`config.mk`:
```
export PLATFORM = sky130hd
export DESIGN_NAME = bst_test_port
export DESIGN_NICKNAME = d
export VERILOG_FILES = /design/src/verilog/bst_pkg.sv /design/src/verilog/bst_pin_sync.sv /design/src/verilog/bst_tap_fsm.sv /design/src/verilog/bst_test_port.sv
export SDC_FILE = /design/constraint.sdc
export NUM_CORES = 1
export LEC_CHECK = 0
export BUFFER_PORTS_ARGS = -buffer_cell sky130_fd_sc_hd__clkbuf_2
export CORE_ASPECT_RATIO = 0.6
export CORE_MARGIN = 2
export CORE_UTILIZATION = 55
export DETAILED_ROUTE_END_ITERATION = 12
export HOLD_SLACK_MARGIN = 0.06
export PLACE_DENSITY_LB_ADDON = 0.15
export SLEW_MARGIN = 5
export SYNTH_ARGS = -nofsm -noshare
export SYNTH_HDL_FRONTEND = slang
export SYNTH_HIERARCHICAL = 1
export SYNTH_SLANG_ARGS = --single-unit
```
`constraint.sdc`:
```
create_clock -name ref_clk -period 2.39 [get_ports ref_clk]
set_input_delay 0.3585 -clock ref_clk [delete_from_list [all_inputs] [get_ports ref_clk]]
set_output_delay 0.3585 -clock ref_clk [all_outputs]
set_load 0.01 [all_outputs]
```
`src/verilog/bst_pkg.sv`:
```
// shared constants, types and chain decode for the boundary-scan test port
package bst_pkg;

    // ------------------------------------------------------------
    // chain and register sizes
    // ------------------------------------------------------------
    localparam int IR_W      = 3;
    localparam int BS_W      = 98;
    localparam int ID_W      = 32;
    localparam int TLR_ONES  = 5;

    // ------------------------------------------------------------
    // instruction codes
    // ------------------------------------------------------------
    localparam logic [IR_W-1:0] IR_EXTEST  = 3'h0;
    localparam logic [IR_W-1:0] IR_SAMPLE  = 3'h4;
    localparam logic [IR_W-1:0] IR_IDCODE  = 3'h6;
    localparam logic [IR_W-1:0] IR_BYPASS  = 3'h7;
    localparam logic [IR_W-1:0] IR_CAPTURE = 3'h1;

    // ------------------------------------------------------------
    // identification value layout
    // ------------------------------------------------------------
    localparam int ID_FIXED_POS = 0;
    localparam int ID_PROD_LSB  = 1;
    localparam int ID_PROD_W    = 11;
    localparam int ID_PART_LSB  = 12;
    localparam int ID_PART_W    = 16;
    localparam int ID_REV_LSB   = 28;
    localparam int ID_REV_W     = 4;

    // ------------------------------------------------------------
    // types
    // ------------------------------------------------------------
    typedef enum logic [3:0] {
        TLR, RTI, SEL_DR, CAP_DR, SHF_DR, EX1_DR, PAU_DR, EX2_DR, UPD_DR,
        SEL_IR, CAP_IR, SHF_IR, EX1_IR, PAU_IR, EX2_IR, UPD_IR
    } bst_state_t;

    typedef enum logic [1:0] {
        CH_BOUNDARY, CH_IDENT, CH_SINGLE
    } bst_chain_t;

    // unknown codes fall back to the single-bit path
    function automatic bst_chain_t chainOf(input logic [IR_W-1:0] ir);
        case (ir)
            IR_EXTEST, IR_SAMPLE: chainOf = CH_BOUNDARY;
            IR_IDCODE:            chainOf = CH_IDENT;
            default:              chainOf = CH_SINGLE;
        endcase
    endfunction

endpackage

```
`src/verilog/bst_pin_sync.sv`:
```
// two-stage synchronisers for the scan pins and test-clock edge pulses
`timescale 1ns/1ps
module bst_pin_sync (
    input  wire logic ref_clk,
    input  wire logic rst_n,
    input  wire logic tck,
    input  wire logic tms,
    input  wire logic tdi,
    output logic      tmsS,
    output logic      tdiS,
    output logic      tckRise,
    output logic      tckFall
);
    // ------------------------------------------------------------
    // state
    // ------------------------------------------------------------
    typedef struct packed {
        logic [2:0] s1;
        logic [2:0] s2;
        logic       tckD;
    } bst_sync_t;

    bst_sync_t q_r;
    bst_sync_t q_nxt;

    // stage one feeds stage two only
    always_comb begin
        q_nxt      = q_r;
        q_nxt.s1   = {tdi, tms, tck};
        q_nxt.s2   = q_r.s1;
        q_nxt.tckD = q_r.s2[0];
    end

    always_ff @(posedge ref_clk or negedge rst_n) begin
        if (!rst_n) begin
            q_r <= '0;
        end else begin
            q_r <= q_nxt;
        end
    end

    assign tmsS    = q_r.s2[1];
    assign tdiS    = q_r.s2[2];
    assign tckRise = q_r.s2[0] & ~q_r.tckD;
    assign tckFall = ~q_r.s2[0] & q_r.tckD;

endmodule // bst_pin_sync

```
`src/verilog/bst_tap_fsm.sv`:
```
// sixteen-state test access controller stepped by test-clock rising edges
`timescale 1ns/1ps
module bst_tap_fsm (
    input  wire logic               ref_clk,
    input  wire logic               rst_n,
    input  wire logic               tckRise,
    input  wire logic               tmsS,
    output bst_pkg::bst_state_t     state
);
    // ------------------------------------------------------------
    // state
    // ------------------------------------------------------------
    typedef struct packed {
        bst_pkg::bst_state_t st;
        logic [2:0]          ones;
    } bst_fsm_t;

    bst_fsm_t q_r;
    bst_fsm_t q_nxt;

    function automatic bst_pkg::bst_state_t step(input bst_pkg::bst_state_t s,
                                                 input logic m);
        case (s)
            bst_pkg::TLR:    step = m ? bst_pkg::TLR    : bst_pkg::RTI;
            bst_pkg::RTI:    step = m ? bst_pkg::SEL_DR : bst_pkg::RTI;
            bst_pkg::SEL_DR: step = m ? bst_pkg::SEL_IR : bst_pkg::CAP_DR;
            bst_pkg::CAP_DR: step = m ? bst_pkg::EX1_DR : bst_pkg::SHF_DR;
            bst_pkg::SHF_DR: step = m ? bst_pkg::EX1_DR : bst_pkg::SHF_DR;
            bst_pkg::EX1_DR: step = m ? bst_pkg::UPD_DR : bst_pkg::PAU_DR;
            bst_pkg::PAU_DR: step = m ? bst_pkg::EX2_DR : bst_pkg::PAU_DR;
            bst_pkg::EX2_DR: step = m ? bst_pkg::UPD_DR : bst_pkg::SHF_DR;
            bst_pkg::UPD_DR: step = m ? bst_pkg::SEL_DR : bst_pkg::RTI;
            bst_pkg::SEL_IR: step = m ? bst_pkg::TLR    : bst_pkg::CAP_IR;
            bst_pkg::CAP_IR: step = m ? bst_pkg::EX1_IR : bst_pkg::SHF_IR;
            bst_pkg::SHF_IR: step = m ? bst_pkg::EX1_IR : bst_pkg::SHF_IR;
            bst_pkg::EX1_IR: step = m ? bst_pkg::UPD_IR : bst_pkg::PAU_IR;
            bst_pkg::PAU_IR: step = m ? bst_pkg::EX2_IR : bst_pkg::PAU_IR;
            bst_pkg::EX2_IR: step = m ? bst_pkg::UPD_IR : bst_pkg::SHF_IR;
            bst_pkg::UPD_IR: step = m ? bst_pkg::SEL_DR : bst_pkg::RTI;
            default:         step = bst_pkg::TLR;
        endcase
    endfunction

    always_comb begin
        q_nxt = q_r;
        if (tckRise) begin
            q_nxt.st = step(q_r.st, tmsS);
            if (!tmsS) begin
                q_nxt.ones = 3'h0;
            end else if (q_r.ones < 3'(bst_pkg::TLR_ONES)) begin
                q_nxt.ones = q_r.ones + 3'h1;
            end
        end
    end

    // power-up lands in test-logic-reset
    always_ff @(posedge ref_clk or negedge rst_n) begin
        if (!rst_n) begin
            q_r <= '{st: bst_pkg::TLR, ones: 3'h0};
        end else begin
            q_r <= q_nxt;
        end
    end

    assign state = q_r.st;
endmodule // bst_tap_fsm

```
`src/verilog/bst_test_port.sv`:
```
// boundary-scan test port: instruction register, data chains and serial output
`timescale 1ns/1ps
module bst_test_port #(
    parameter logic [10:0] PRODUCER_ID = 11'h555, // value is arbitrary
    parameter logic [15:0] PART_ID     = 16'h1234, // value is arbitrary
    parameter logic [3:0]  REVISION_ID = 4'h1     // value is arbitrary
) (
    input  wire logic                      ref_clk,
    input  wire logic                      rst_n,
    input  wire logic                      tck,
    input  wire logic                      tms,
    input  wire logic                      tdi,
    output logic                           tdo,
    output logic                           tdoOe,
    input  wire logic [bst_pkg::BS_W-1:0]  pinCapture,
    input  wire logic [bst_pkg::BS_W-1:0]  coreOut,
    output logic      [bst_pkg::BS_W-1:0]  pinOut,
    output logic                           extestActive
);
    // ------------------------------------------------------------
    // identity word
    // ------------------------------------------------------------
    localparam logic [bst_pkg::ID_W-1:0] ID_VALUE = {REVISION_ID, PART_ID, PRODUCER_ID,
                                                     1'b1};

    // ------------------------------------------------------------
    // state
    // ------------------------------------------------------------
    typedef struct packed {
        logic [bst_pkg::IR_W-1:0] irShift;
        logic [bst_pkg::IR_W-1:0] irReg;
        logic [bst_pkg::BS_W-1:0] bsShift;
        logic [bst_pkg::BS_W-1:0] bsLatch;
        logic [bst_pkg::ID_W-1:0] idShift;
        logic                     singleBit;
        logic                     tdo;
        logic                     tdoOe;
        logic [bst_pkg::BS_W-1:0] pinOut;
        logic                     extest;
    } bst_core_t;

    bst_core_t           q_r;
    bst_core_t           q_nxt;
    logic                tmsS;
    logic                tdiS;
    logic                tckRise;
    logic                tckFall;
    bst_pkg::bst_state_t state;
    bst_pkg::bst_chain_t chain;
    logic                inShift;

    // ------------------------------------------------------------
    // pins and controller
    // ------------------------------------------------------------
    // the test clock is oversampled, so it must stay well below ref_clk / 4
    bst_pin_sync u_sync (
        .ref_clk (ref_clk),
        .rst_n   (rst_n),
        .tck     (tck),
        .tms     (tms),
        .tdi     (tdi),
        .tmsS    (tmsS),
        .tdiS    (tdiS),
        .tckRise (tckRise),
        .tckFall (tckFall)
    );

    bst_tap_fsm u_fsm (
        .ref_clk (ref_clk),
        .rst_n   (rst_n),
        .tckRise (tckRise),
        .tmsS    (tmsS),
        .state   (state)
    );

    assign chain   = bst_pkg::chainOf(q_r.irReg);
    assign inShift = (state == bst_pkg::SHF_DR) || (state == bst_pkg::SHF_IR);

    // ------------------------------------------------------------
    // next state
    // ------------------------------------------------------------
    always_comb begin
        q_nxt = q_r;

        if (state == bst_pkg::TLR) begin
            q_nxt.irReg = bst_pkg::IR_IDCODE;
        end

        // capture and shift act on the rise, using the pre-transition state
        if (tckRise) begin
            case (state)
                bst_pkg::CAP_DR: begin
                    case (chain)
                        bst_pkg::CH_BOUNDARY: q_nxt.bsShift = pinCapture;
                        bst_pkg::CH_IDENT:    q_nxt.idShift = ID_VALUE;
                        default:              q_nxt.singleBit = 1'b0;
                    endcase
                end
                bst_pkg::SHF_DR: begin
                    case (chain)
                        bst_pkg::CH_BOUNDARY: begin
                            q_nxt.bsShift = {tdiS, q_r.bsShift[bst_pkg::BS_W-1:1]};
                        end
                        bst_pkg::CH_IDENT: begin
                            q_nxt.idShift = {tdiS, q_r.idShift[bst_pkg::ID_W-1:1]};
                        end
                        default: begin
                            q_nxt.singleBit = tdiS;
                        end
                    endcase
                end
                bst_pkg::CAP_IR: begin
                    q_nxt.irShift = bst_pkg::IR_CAPTURE;
                end
                bst_pkg::SHF_IR: begin
                    q_nxt.irShift = {tdiS, q_r.irShift[bst_pkg::IR_W-1:1]};
                end
                default: begin
                end
            endcase
        end

        // update and serial output act on the fall
        if (tckFall) begin
            case (state)
                bst_pkg::UPD_DR: begin
                    if (chain == bst_pkg::CH_BOUNDARY) begin
                        q_nxt.bsLatch = q_r.bsShift;
                    end
                end
                bst_pkg::UPD_IR: begin
                    q_nxt.irReg = q_r.irShift;
                end
                bst_pkg::SHF_DR: begin
                    case (chain)
                        bst_pkg::CH_BOUNDARY: q_nxt.tdo = q_r.bsShift[0];
                        bst_pkg::CH_IDENT:    q_nxt.tdo = q_r.idShift[0];
                        default:              q_nxt.tdo = q_r.singleBit;
                    endcase
                end
                bst_pkg::SHF_IR: begin
                    q_nxt.tdo = q_r.irShift[0];
                end
                default: begin
                end
            endcase
            q_nxt.tdoOe = inShift;
        end

        // core keeps the pins unless external test is the live instruction
        q_nxt.extest = (q_r.irReg == bst_pkg::IR_EXTEST);
        q_nxt.pinOut = q_nxt.extest ? q_r.bsLatch : coreOut;
    end

    always_ff @(posedge ref_clk or negedge rst_n) begin
        if (!rst_n) begin
            q_r <= '{irReg: bst_pkg::IR_IDCODE, default: '0};
        end else begin
            q_r <= q_nxt;
        end
    end

    assign tdo          = q_r.tdo;
    assign tdoOe        = q_r.tdoOe;
    assign pinOut       = q_r.pinOut;
    assign extestActive = q_r.extest;

    logic updEvt;
    logic tdoEvt;
    assign updEvt = tckFall && (state == bst_pkg::UPD_DR) && (chain == bst_pkg::CH_BOUNDARY);
    assign tdoEvt = tckFall && inShift;
endmodule // bst_test_port

```
==> flow_summary.yaml, run 1 <==
synthesis:
  synthXorXnorAreaFrac: 0.000588
  synth-seq-cells: 347
  netlist_area_sq_um: 14900
  syn-num-nets: 1382
  synthSimpleGateAreaFrac: 0.0621
  yosysTopAreaCellShare: 0.580
  ys_types: 54
  synth_top_family_by_area: "multiplexers"
  postSynthCellCount: 1181
  synthAdderAreaFrac: 0
  synth.area.mux_share: 0.214
  synth_edf_count: 0
  synth_seq_area_share: 0.583
  synth_top_area_cell: "dfrtp_1"
  synth_compound_area_frac: 0.0595
  ys.flop_type: "dfrtp_1"
  postSynth.asyncResetShare: 1.00
  ys_top_cells_by_area: "dfrtp_1 (58%), mux2_2 (13%), mux2i_1 (6.6%)"
  syn_avg_cell_area_sq_um: 12.6
  yosysWarnings: 6
setup_path:
  crit_type: "flip-flop to flip-flop"
  cp_slowest_cell: "dfrtp_1"
  reg2reg_slack_ps: 330
  crit_arrival_ps: 2450
  cp-end-kind: "flip-flop"
  critPathMaxFanout: 30
  cp-start-kind: "flip-flop"
  max_stage_delay_ps: 620
  critPathTopFamily: "flip-flops"
  crit_required_ps: 2780
  cp_num_buf_inv: 2
  path_cells: "nor4b_4 > buf_12 > buf_4 > mux2i_1 > o21ai_1"
grt:
  grt_remaining_overflow: 0
  grt_max_degree: 111
  antenna_found_initial: 1
  grt_pass1_vias: 9461
  track_usage: 0.233
  grt_pass1_wl_um: 52700
layout:
  layout_commonest_cell: "dfrtp_1"
  layout-drive-gt1-share: 0.389
  seqCellArea_sq_um: 8690
  fin_cells: 1835
  fill_cells: 1976
  mostFrequentLayoutCells: "dfrtp_1 (345), clkbuf_2 (300), mux2_2 (176)"
  syn_to_final_growth_pct: 20.5
  multi_input_area_sq_um: 5030
  final_nets: 1653
drt:
  drtAntennaViolNets: 0
  wirelength_um: 32100
  via_per_inst: 5.09
  wire_per_inst_um: 17.5
  vias: 9336
  drt_iter0_markers: 603
  dr.pass1.iters: 5
  drc: 0
placed_design:
  dp_hpwl_um: 21700
  post-place-ws_ps: 319
  numPlacedInstances: 1707
  port_buffers: 301
  place.gp.congestion: 0.781
timing:
  maxSlewViolCount: 0
  rsz0062_at_grt: "no"
  tightest_slew_ps: 651
  final.setup_skew_ps: 23.5
  post-route-period-util: 0.862
  slew_headroom: 0.566
  hold_viol_final: 0
  tns_ps: 0
  setup_violations: 0
  finalCriticalPeriod_ps: 2060
  fmaxAchievable_ghz: 0.486
  final.setup.worst_slack_ps: 331
cts:
  cts_buffers: 34
  clkTransAtPathRegs_ps: 60
  clock-root-buffer: "clkbuf_16"
  postCtsSetupRepairBufs: 0
  cts_buffer_depth: 3
  htree_levels: 2
  cts_sinks: 347
  insertion_delay_ps: 520
  cts_tree: "yes"
floorplanning:
  pin_count: 302
  die-area_sq_um: 28500
  die_w_um: 216
  initial_core_util: 0.561
  core_area_sq_um: 26500
  die_h_um: 131
  rows: 46
pwr:
  power_density_nw_per_um2: 893
  total_power_uw: 16000
  ir_worst_vdd_mv: 0.684
  leakagePower_uw: 0.00876
hold_path:
  hold_class: "input port to flip-flop"
outcome:
  status: "finished clean"
flow_run:
  cap_violations: 0
==> worst register-to-register path, delay by kind of cell, from the launching register on <==
| kind | cells | cell delay (ps) |
|---|---|---|
| flops | 1 | 620 |
| compound gates | 1 | 80 |
| buf+inv | 2 | 540 |
| mux | 1 | 240 |
| simple gates | 1 | 490 |
==> cells in the mapped netlist (3+ instances only) <==
cell type  number
a21oi_1         4
and4b_1         4
buf_2          31
buf_4         110
buf_6          12
clkbuf_1       10
clkbuf_2        3
dfrtp_1       345
inv_1           9
mux2_1         20
mux2_2        176
mux2i_1        98
nand2_1       157
nor2_1         16
nor2b_1         4
o21ai_0        95
o21ai_1        40
==> power breakdown <==
group | total, uW | internal (uW) | switching, uW | leakage (uW)
Sequential | 7380 | 6710 | 673 | 0.00408
Clock | 5540 | 3330 | 2210 | 0.000566
Combinational | 3110 | 1520 | 1590 | 0.00411
==> cell families after synthesis <==
family                 count (synthesis)
AND/OR/NAND/NOR                      204
multiplexers                         294
XOR/XNOR                               1
buffers and inverters                175
AO/OA/AOI/OAI                        160
flip-flops                           347
==> through the flow <==
stage               hold WS (ps)  instance area, sq um   util
finish                      81.5                 17900  0.676
global route                62.3                 17900  0.676
floorplan                   62.9                 14900      -
CTS                         60.1                 17900  0.676
detailed placement           307                 16100  0.607
global placement             310                 16100  0.607
==> final cells by class <==
| type | count | area share |
|---|---|---|
| clock buffers | 48 | 0.0554 |
| multi-input cells | 659 | 0.280 |
| flip-flops and latches | 347 | 0.484 |
| well taps | 360 | 0.0251 |
| clock inverters | 10 | 0.00871 |
| inverters | 9 | 0.00188 |
| repair buffers | 401 | 0.144 |
| diodes | 1 | 0.000139 |
==> state kept, by name (all words and copies together), names as in the netlist, 4 cells and up <==
name / cells
u_fsm/state: 4
pinOut: 98
q_r: 235
u_sync/q_nxt: 4
==> final timing paths <==
kind,end,cells after the start,start
worst min register to register,u_sync/tmsS,0,u_sync/q_nxt[2]
worst max-delay path,q_r[311],5,u_fsm/state[0]
worst min-delay path,pinOut[13],2,coreOut[13]
min in group asynchronous,pinOut[51],2,rst_n
worst max register to register,q_r[311],5,u_fsm/state[0]
max in group asynchronous,pinOut[94],3,rst_n
==> what timing repair did <==
action                    CTS  global route
hold endpoints to repair  111             0
hold buffers               69             0
resized for setup           0             0
==> metal layers <==
metal	share of wire	GRT usage	wire, um	up-vias
met3	0.048	0.0470	1560	40
met2	0.45	0.345	14300	190
met1	0.49	0.357	15800	4597
met5	0	0	0	-
met4	0.014	0.0502	459	0
li1	-	-	-	4509
No activity file was read; power rests on OpenSTA's default activity.
==> inputs of run 2 (changes only) <==
Settings changed: MAX_ROUTING_LAYER set to met4, REMOVE_ABC_BUFFERS set to 1.
==> run 2 against run 1 <==
Compared with the run above: sequential share of layout area is 0.81 points higher; fmax is 1.7% lower; worst hold slack worse by 3.0 ps; die area stayed put; power is 0.70% higher; global-route usage is 0.50 points higher; wire length is 0.40% lower; first-iteration DRC count is 25% lower; final area is 1.6% lower; count of clock-buffer cells in the layout is 1 higher; clock skew is 5.7 ps lower; largest cell class unchanged; largest power group unchanged.
==> flow_summary.yaml, run 2 (synthesis results as in run 1) <==
setup_path:
  crit_type: "flip-flop to flip-flop"
  critPathMaxFanout: 61
  crit_arrival_ps: 2470
  crit_start: "u_fsm/state[0]"
  worstReg2RegStart: "u_fsm/state[0]"
  reg2reg_slack_ps: 290
  cp-start-kind: "flip-flop"
  crit_required_ps: 2760
  r2r-end: "q_r[261]"
  cp-end-kind: "flip-flop"
  reg2reg_depth: 4
  endpoint: "q_r[261]"
timing:
  final.setup_skew_ps: 17.9
  hold_viol_final: 0
  setup_violations: 0
  whs_ps: 78.5
  tightest_slew_ps: 643
  maxSlewViolCount: 0
  post-route-period-util: 0.877
  finalCriticalPeriod_ps: 2100
  rsz0062_at_grt: "no"
  fmaxAchievable_ghz: 0.477
  slew_headroom: 0.566
drt:
  drc: 0
  wirelength_um: 32000
  dr.pass1.iters: 4
  via_per_inst: 5.14
  wire_per_inst_um: 17.8
  drt_iter0_markers: 453
  drtAntennaViolNets: 0
  vias: 9250
placed_design:
  dp_hpwl_um: 21100
  place.gp.congestion: 0.799
  port_buffers: 301
  numPlacedInstances: 1696
cts:
  insertion_delay_ps: 520
  cts_buffers: 35
  cts_buffer_depth: 3
  htree_levels: 2
  clkTransAtPathRegs_ps: 70
  clock-root-buffer: "clkbuf_16"
  cts_sinks: 347
  cts_tree: "yes"
pwr:
  power_density_nw_per_um2: 915
  ir_worst_vdd_mv: 0.620
  leakagePower_uw: 0.00862
floorplanning:
  core_area_sq_um: 26500
  die-area_sq_um: 28500
  die_w_um: 216
  pin_count: 302
  rows: 46
  initial_core_util: 0.561
  die_h_um: 131
layout:
  final_nets: 1613
  seqCellArea_sq_um: 8690
  top_register: "q_r"
  layout_commonest_cell: "dfrtp_1"
  mostFrequentLayoutCells: "dfrtp_1 (345), clkbuf_2 (300), mux2_2 (176)"
  fill_cells: 1959
  multi_input_area_sq_um: 5030
  layout-drive-gt1-share: 0.393
  fin_cells: 1801
  syn_to_final_growth_pct: 18.5
  largest_reg_flops: 235
hold_path:
  hold_class: "input port to flip-flop"
grt:
  antenna_found_initial: 6
  grt_pass1_wl_um: 52300
  track_usage: 0.238
  grt_pass1_vias: 9640
  grt_remaining_overflow: 0
  grt_max_degree: 125
flow_run:
  cap_violations: 0
outcome:
  status: "finished clean"
==> run 2: how the worst min path moves through the flow <==
| stage | end | startpoint | cells after the start | slack, ps |
|---|---|---|---|---|
| after floorplan | extestActive | rst_n | 0 | 60 |
| after global placement | q_r[134] | rst_n | 1 | 320 |
| after detailed placement | pinOut[0] | rst_n | 1 | 320 |
| after CTS | pinOut[92] | coreOut[92] | 2 | 60 |
| after global routing | pinOut[69] | coreOut[69] | 2 | 60 |
| final | pinOut[92] | coreOut[92] | 2 | 80 |
==> run 2: power by group <==
part,switching (uW),internal [uW],total (uW)
clock,2270,3550,5810
combinational,1540,1410,2950
sequential,676,6710,7390
==> run 2: layer usage <==
metal,part of all wire,up-vias,track usage
li1,-,4421,-
met1,0.47,4586,0.336
met2,0.46,203,0.350
met3,0.055,40,0.0579
met4,0.017,0,0.0552
met5,0,-,-
==> run 2: critical path, stage by stage (launching register included) <==
cell and delay, ps:
dfrtp_1 620, nor4b_4 480, buf_12 370, mux2i_1 260, o21ai_0 100
==> run 2: stage by stage <==
| step | util | area [sq um] | worst slack, ps | TNS, ps | total power [uW] |
|---|---|---|---|---|---|
| finish | 0.665 | 17700 | 295 | 0 | 16100 |
| global route | 0.665 | 17700 | 193 | 0 | 17000 |
| global placement | 0.604 | 16000 | 399 | 0 | 10300 |
| CTS | 0.665 | 17600 | 325 | 0 | 16300 |
| detailed placement | 0.604 | 16000 | 310 | 0 | 10400 |
| floorplan | - | 13700 | -7750 | -1078340 | 9080 |
==> run 2: area by class of cell <==
cell class              count  area share
well taps                 360      0.0255
repair buffers            360       0.126
diodes                      6    0.000851
clock inverters            11      0.0104
multi-input cells         659       0.285
clock buffers              49      0.0584
inverters                   9     0.00191
flip-flops and latches    347       0.492
==> run 2: timing repair <==
action	in CTS	in global routing
hold buffers	39	0
endpoints found under the hold margin	84	0
gates resized for setup	0	0
setup buffers	0	0
==> inputs of run 3 (changes only) <==
Settings changed: CORE_ASPECT_RATIO 0.6 to not set, TNS_END_PERCENT set to 30.
Clock period 2.39 ns to 2.4 ns, I/O delays scaled along.
==> run 3 against run 2 <==
Compared with the run above: clock skew is 3.3 ps lower; count of clock-buffer cells in the layout increased by 4; first-iteration DRC count up 18%; utilization fell by 0.90 points.
==> flow_summary.yaml, run 3 (synthesis results as in run 1) <==
setup_path:
  cp_slowest_cell: "dfrtp_1"
  reg2reg_depth: 5
  crit_required_ps: 2780
  crit_type: "flip-flop to flip-flop"
  critPathMaxFanout: 22
  max_stage_delay_ps: 580
  crit_arrival_ps: 2330
  cp-start-kind: "flip-flop"
  reg2reg_slack_ps: 450
  worstReg2RegStart: "u_fsm/state[3]"
  r2r-end: "q_r[311]"
  path_cells: "nor4b_4 > buf_12 > buf_4 > mux2i_1 > o21ai_1"
  cp-end-kind: "flip-flop"
layout:
  fill_cells: 2068
  syn_to_final_growth_pct: 18.1
  layout_commonest_cell: "dfrtp_1"
  final_area_sq_um: 17600
  mostFrequentLayoutCells: "dfrtp_1 (345), clkbuf_2 (300), mux2_2 (176)"
  final_nets: 1624
  largest_reg_flops: 235
  layout-drive-gt1-share: 0.402
  top_register: "q_r"
floorplanning:
  die_h_um: 169
  core_area_sq_um: 26800
  pin_count: 302
  rows: 60
  die-area_sq_um: 28400
  initial_core_util: 0.556
  die_w_um: 169
grt:
  antenna_found_initial: 6
  grt_pass1_wl_um: 49600
  track_usage: 0.226
  grt_pass1_vias: 9760
  grt_remaining_overflow: 0
  grt_max_degree: 117
flow_run:
  cap_violations: 0
outcome:
  status: "finished clean"
timing:
  fmaxAchievable_ghz: 0.513
  rsz0062_at_grt: "no"
  final.setup_skew_ps: 14.6
  tightest_slew_ps: 565
  maxSlewViolCount: 0
  slew_headroom: 0.619
  setup_violations: 0
  tns_ps: 0
  whs_ps: 74.0
  final.setup.worst_slack_ps: 452
  finalCriticalPeriod_ps: 1950
  post-route-period-util: 0.812
  hold_viol_final: 0
drt:
  drtAntennaViolNets: 0
  via_per_inst: 5.14
  vias: 9233
  wirelength_um: 30200
  dr.pass1.iters: 4
  drt_iter0_markers: 535
  wire_per_inst_um: 16.8
  drc: 0
hold_path:
  hold-path-endpoint: "pinOut[11]"
  hold_class: "input port to flip-flop"
  hold_depth: 2
  worstHoldStart: "coreOut[11]"
cts:
  cts_tree: "yes"
  cts_sinks: 347
  cts_buffer_depth: 3
  htree_levels: 2
  insertion_delay_ps: 520
  cts_buffers: 38
  cts_resized: 0
  clock-root-buffer: "clkbuf_16"
  clkTransAtPathRegs_ps: 60
placed_design:
  place_area_sq_um: 16100
  post-place-ws_ps: 445
  port_buffers: 301
  dp_hpwl_um: 20200
  place.gp.congestion: 0.764
pwr:
  power_density_nw_per_um2: 896
  ir_worst_vdd_mv: 0.574
  leakagePower_uw: 0.00864
[run 3: worst max path at each step]
| stage | from | endpoint | slack, ps |
|---|---|---|---|
| finish | u_fsm/state[3] | q_r[311] | 450 |
| floorplan | u_fsm/state[2] | tdo | -7740 |
| CTS | u_fsm/state[3] | q_r[240] | 450 |
| global placement | u_fsm/state[3] | q_r[240] | 480 |
| detailed placement | u_fsm/state[3] | q_r[311] | 440 |
| global route | u_fsm/state[3] | q_r[240] | 300 |
[run 3: per-layer routing]
metal  global-route usage  wire, um  vias up
met5                    -         0        -
met4               0.0667       738        0
met3               0.0643      2150       56
met2                0.359     14400      237
met1                0.285     12900     4497
li1                     -         -     4443
[run 3: final cells by class]
| cell class | instances | area [sq um] | share of cell area |
|---|---|---|---|
| sequential | 347 | 8690 | 0.494 |
| clock inverter | 13 | 93.8 | 0.00534 |
| timing repair buffer | 368 | 2220 | 0.126 |
| multi-input combinational | 659 | 5030 | 0.286 |
| clock buffer | 53 | 1080 | 0.0613 |
| tap | 341 | 427 | 0.0243 |
| antenna | 6 | 15.0 | 0.000854 |
| inverter | 9 | 33.8 | 0.00192 |
[run 3: what timing repair did]
item	in CTS	in global routing
hold buffers	31	0
endpoints found under the hold margin	83	0
buffers inserted	0	0
[run 3: power by group]
group          internal [uW]  switching (uW)  leakage, uW
clock network           3240            2220     0.000589
registers               6690             593      0.00408
logic                   1440            1580      0.00397
[run 3: per-stage QoR]
step | cells | power [uW] | utilization
after floorplan | 1015 | 9040 | -
after global placement | 1693 | 10300 | 0.600
after detailed placement | 1693 | 10400 | 0.600
after CTS | 1790 | 16000 | 0.656
after global routing | 1796 | 16700 | 0.656
final | 1796 | 15800 | 0.656
[run 3: critical path, delay by kind of cell (launching register included)]
kind                   cells  cell delay (ps)
muxes                      1              260
and+or+nand+nor            1              340
buffers and inverters      2              550
DFF                        1              580
AOI/OAI and AO/OA          1               80
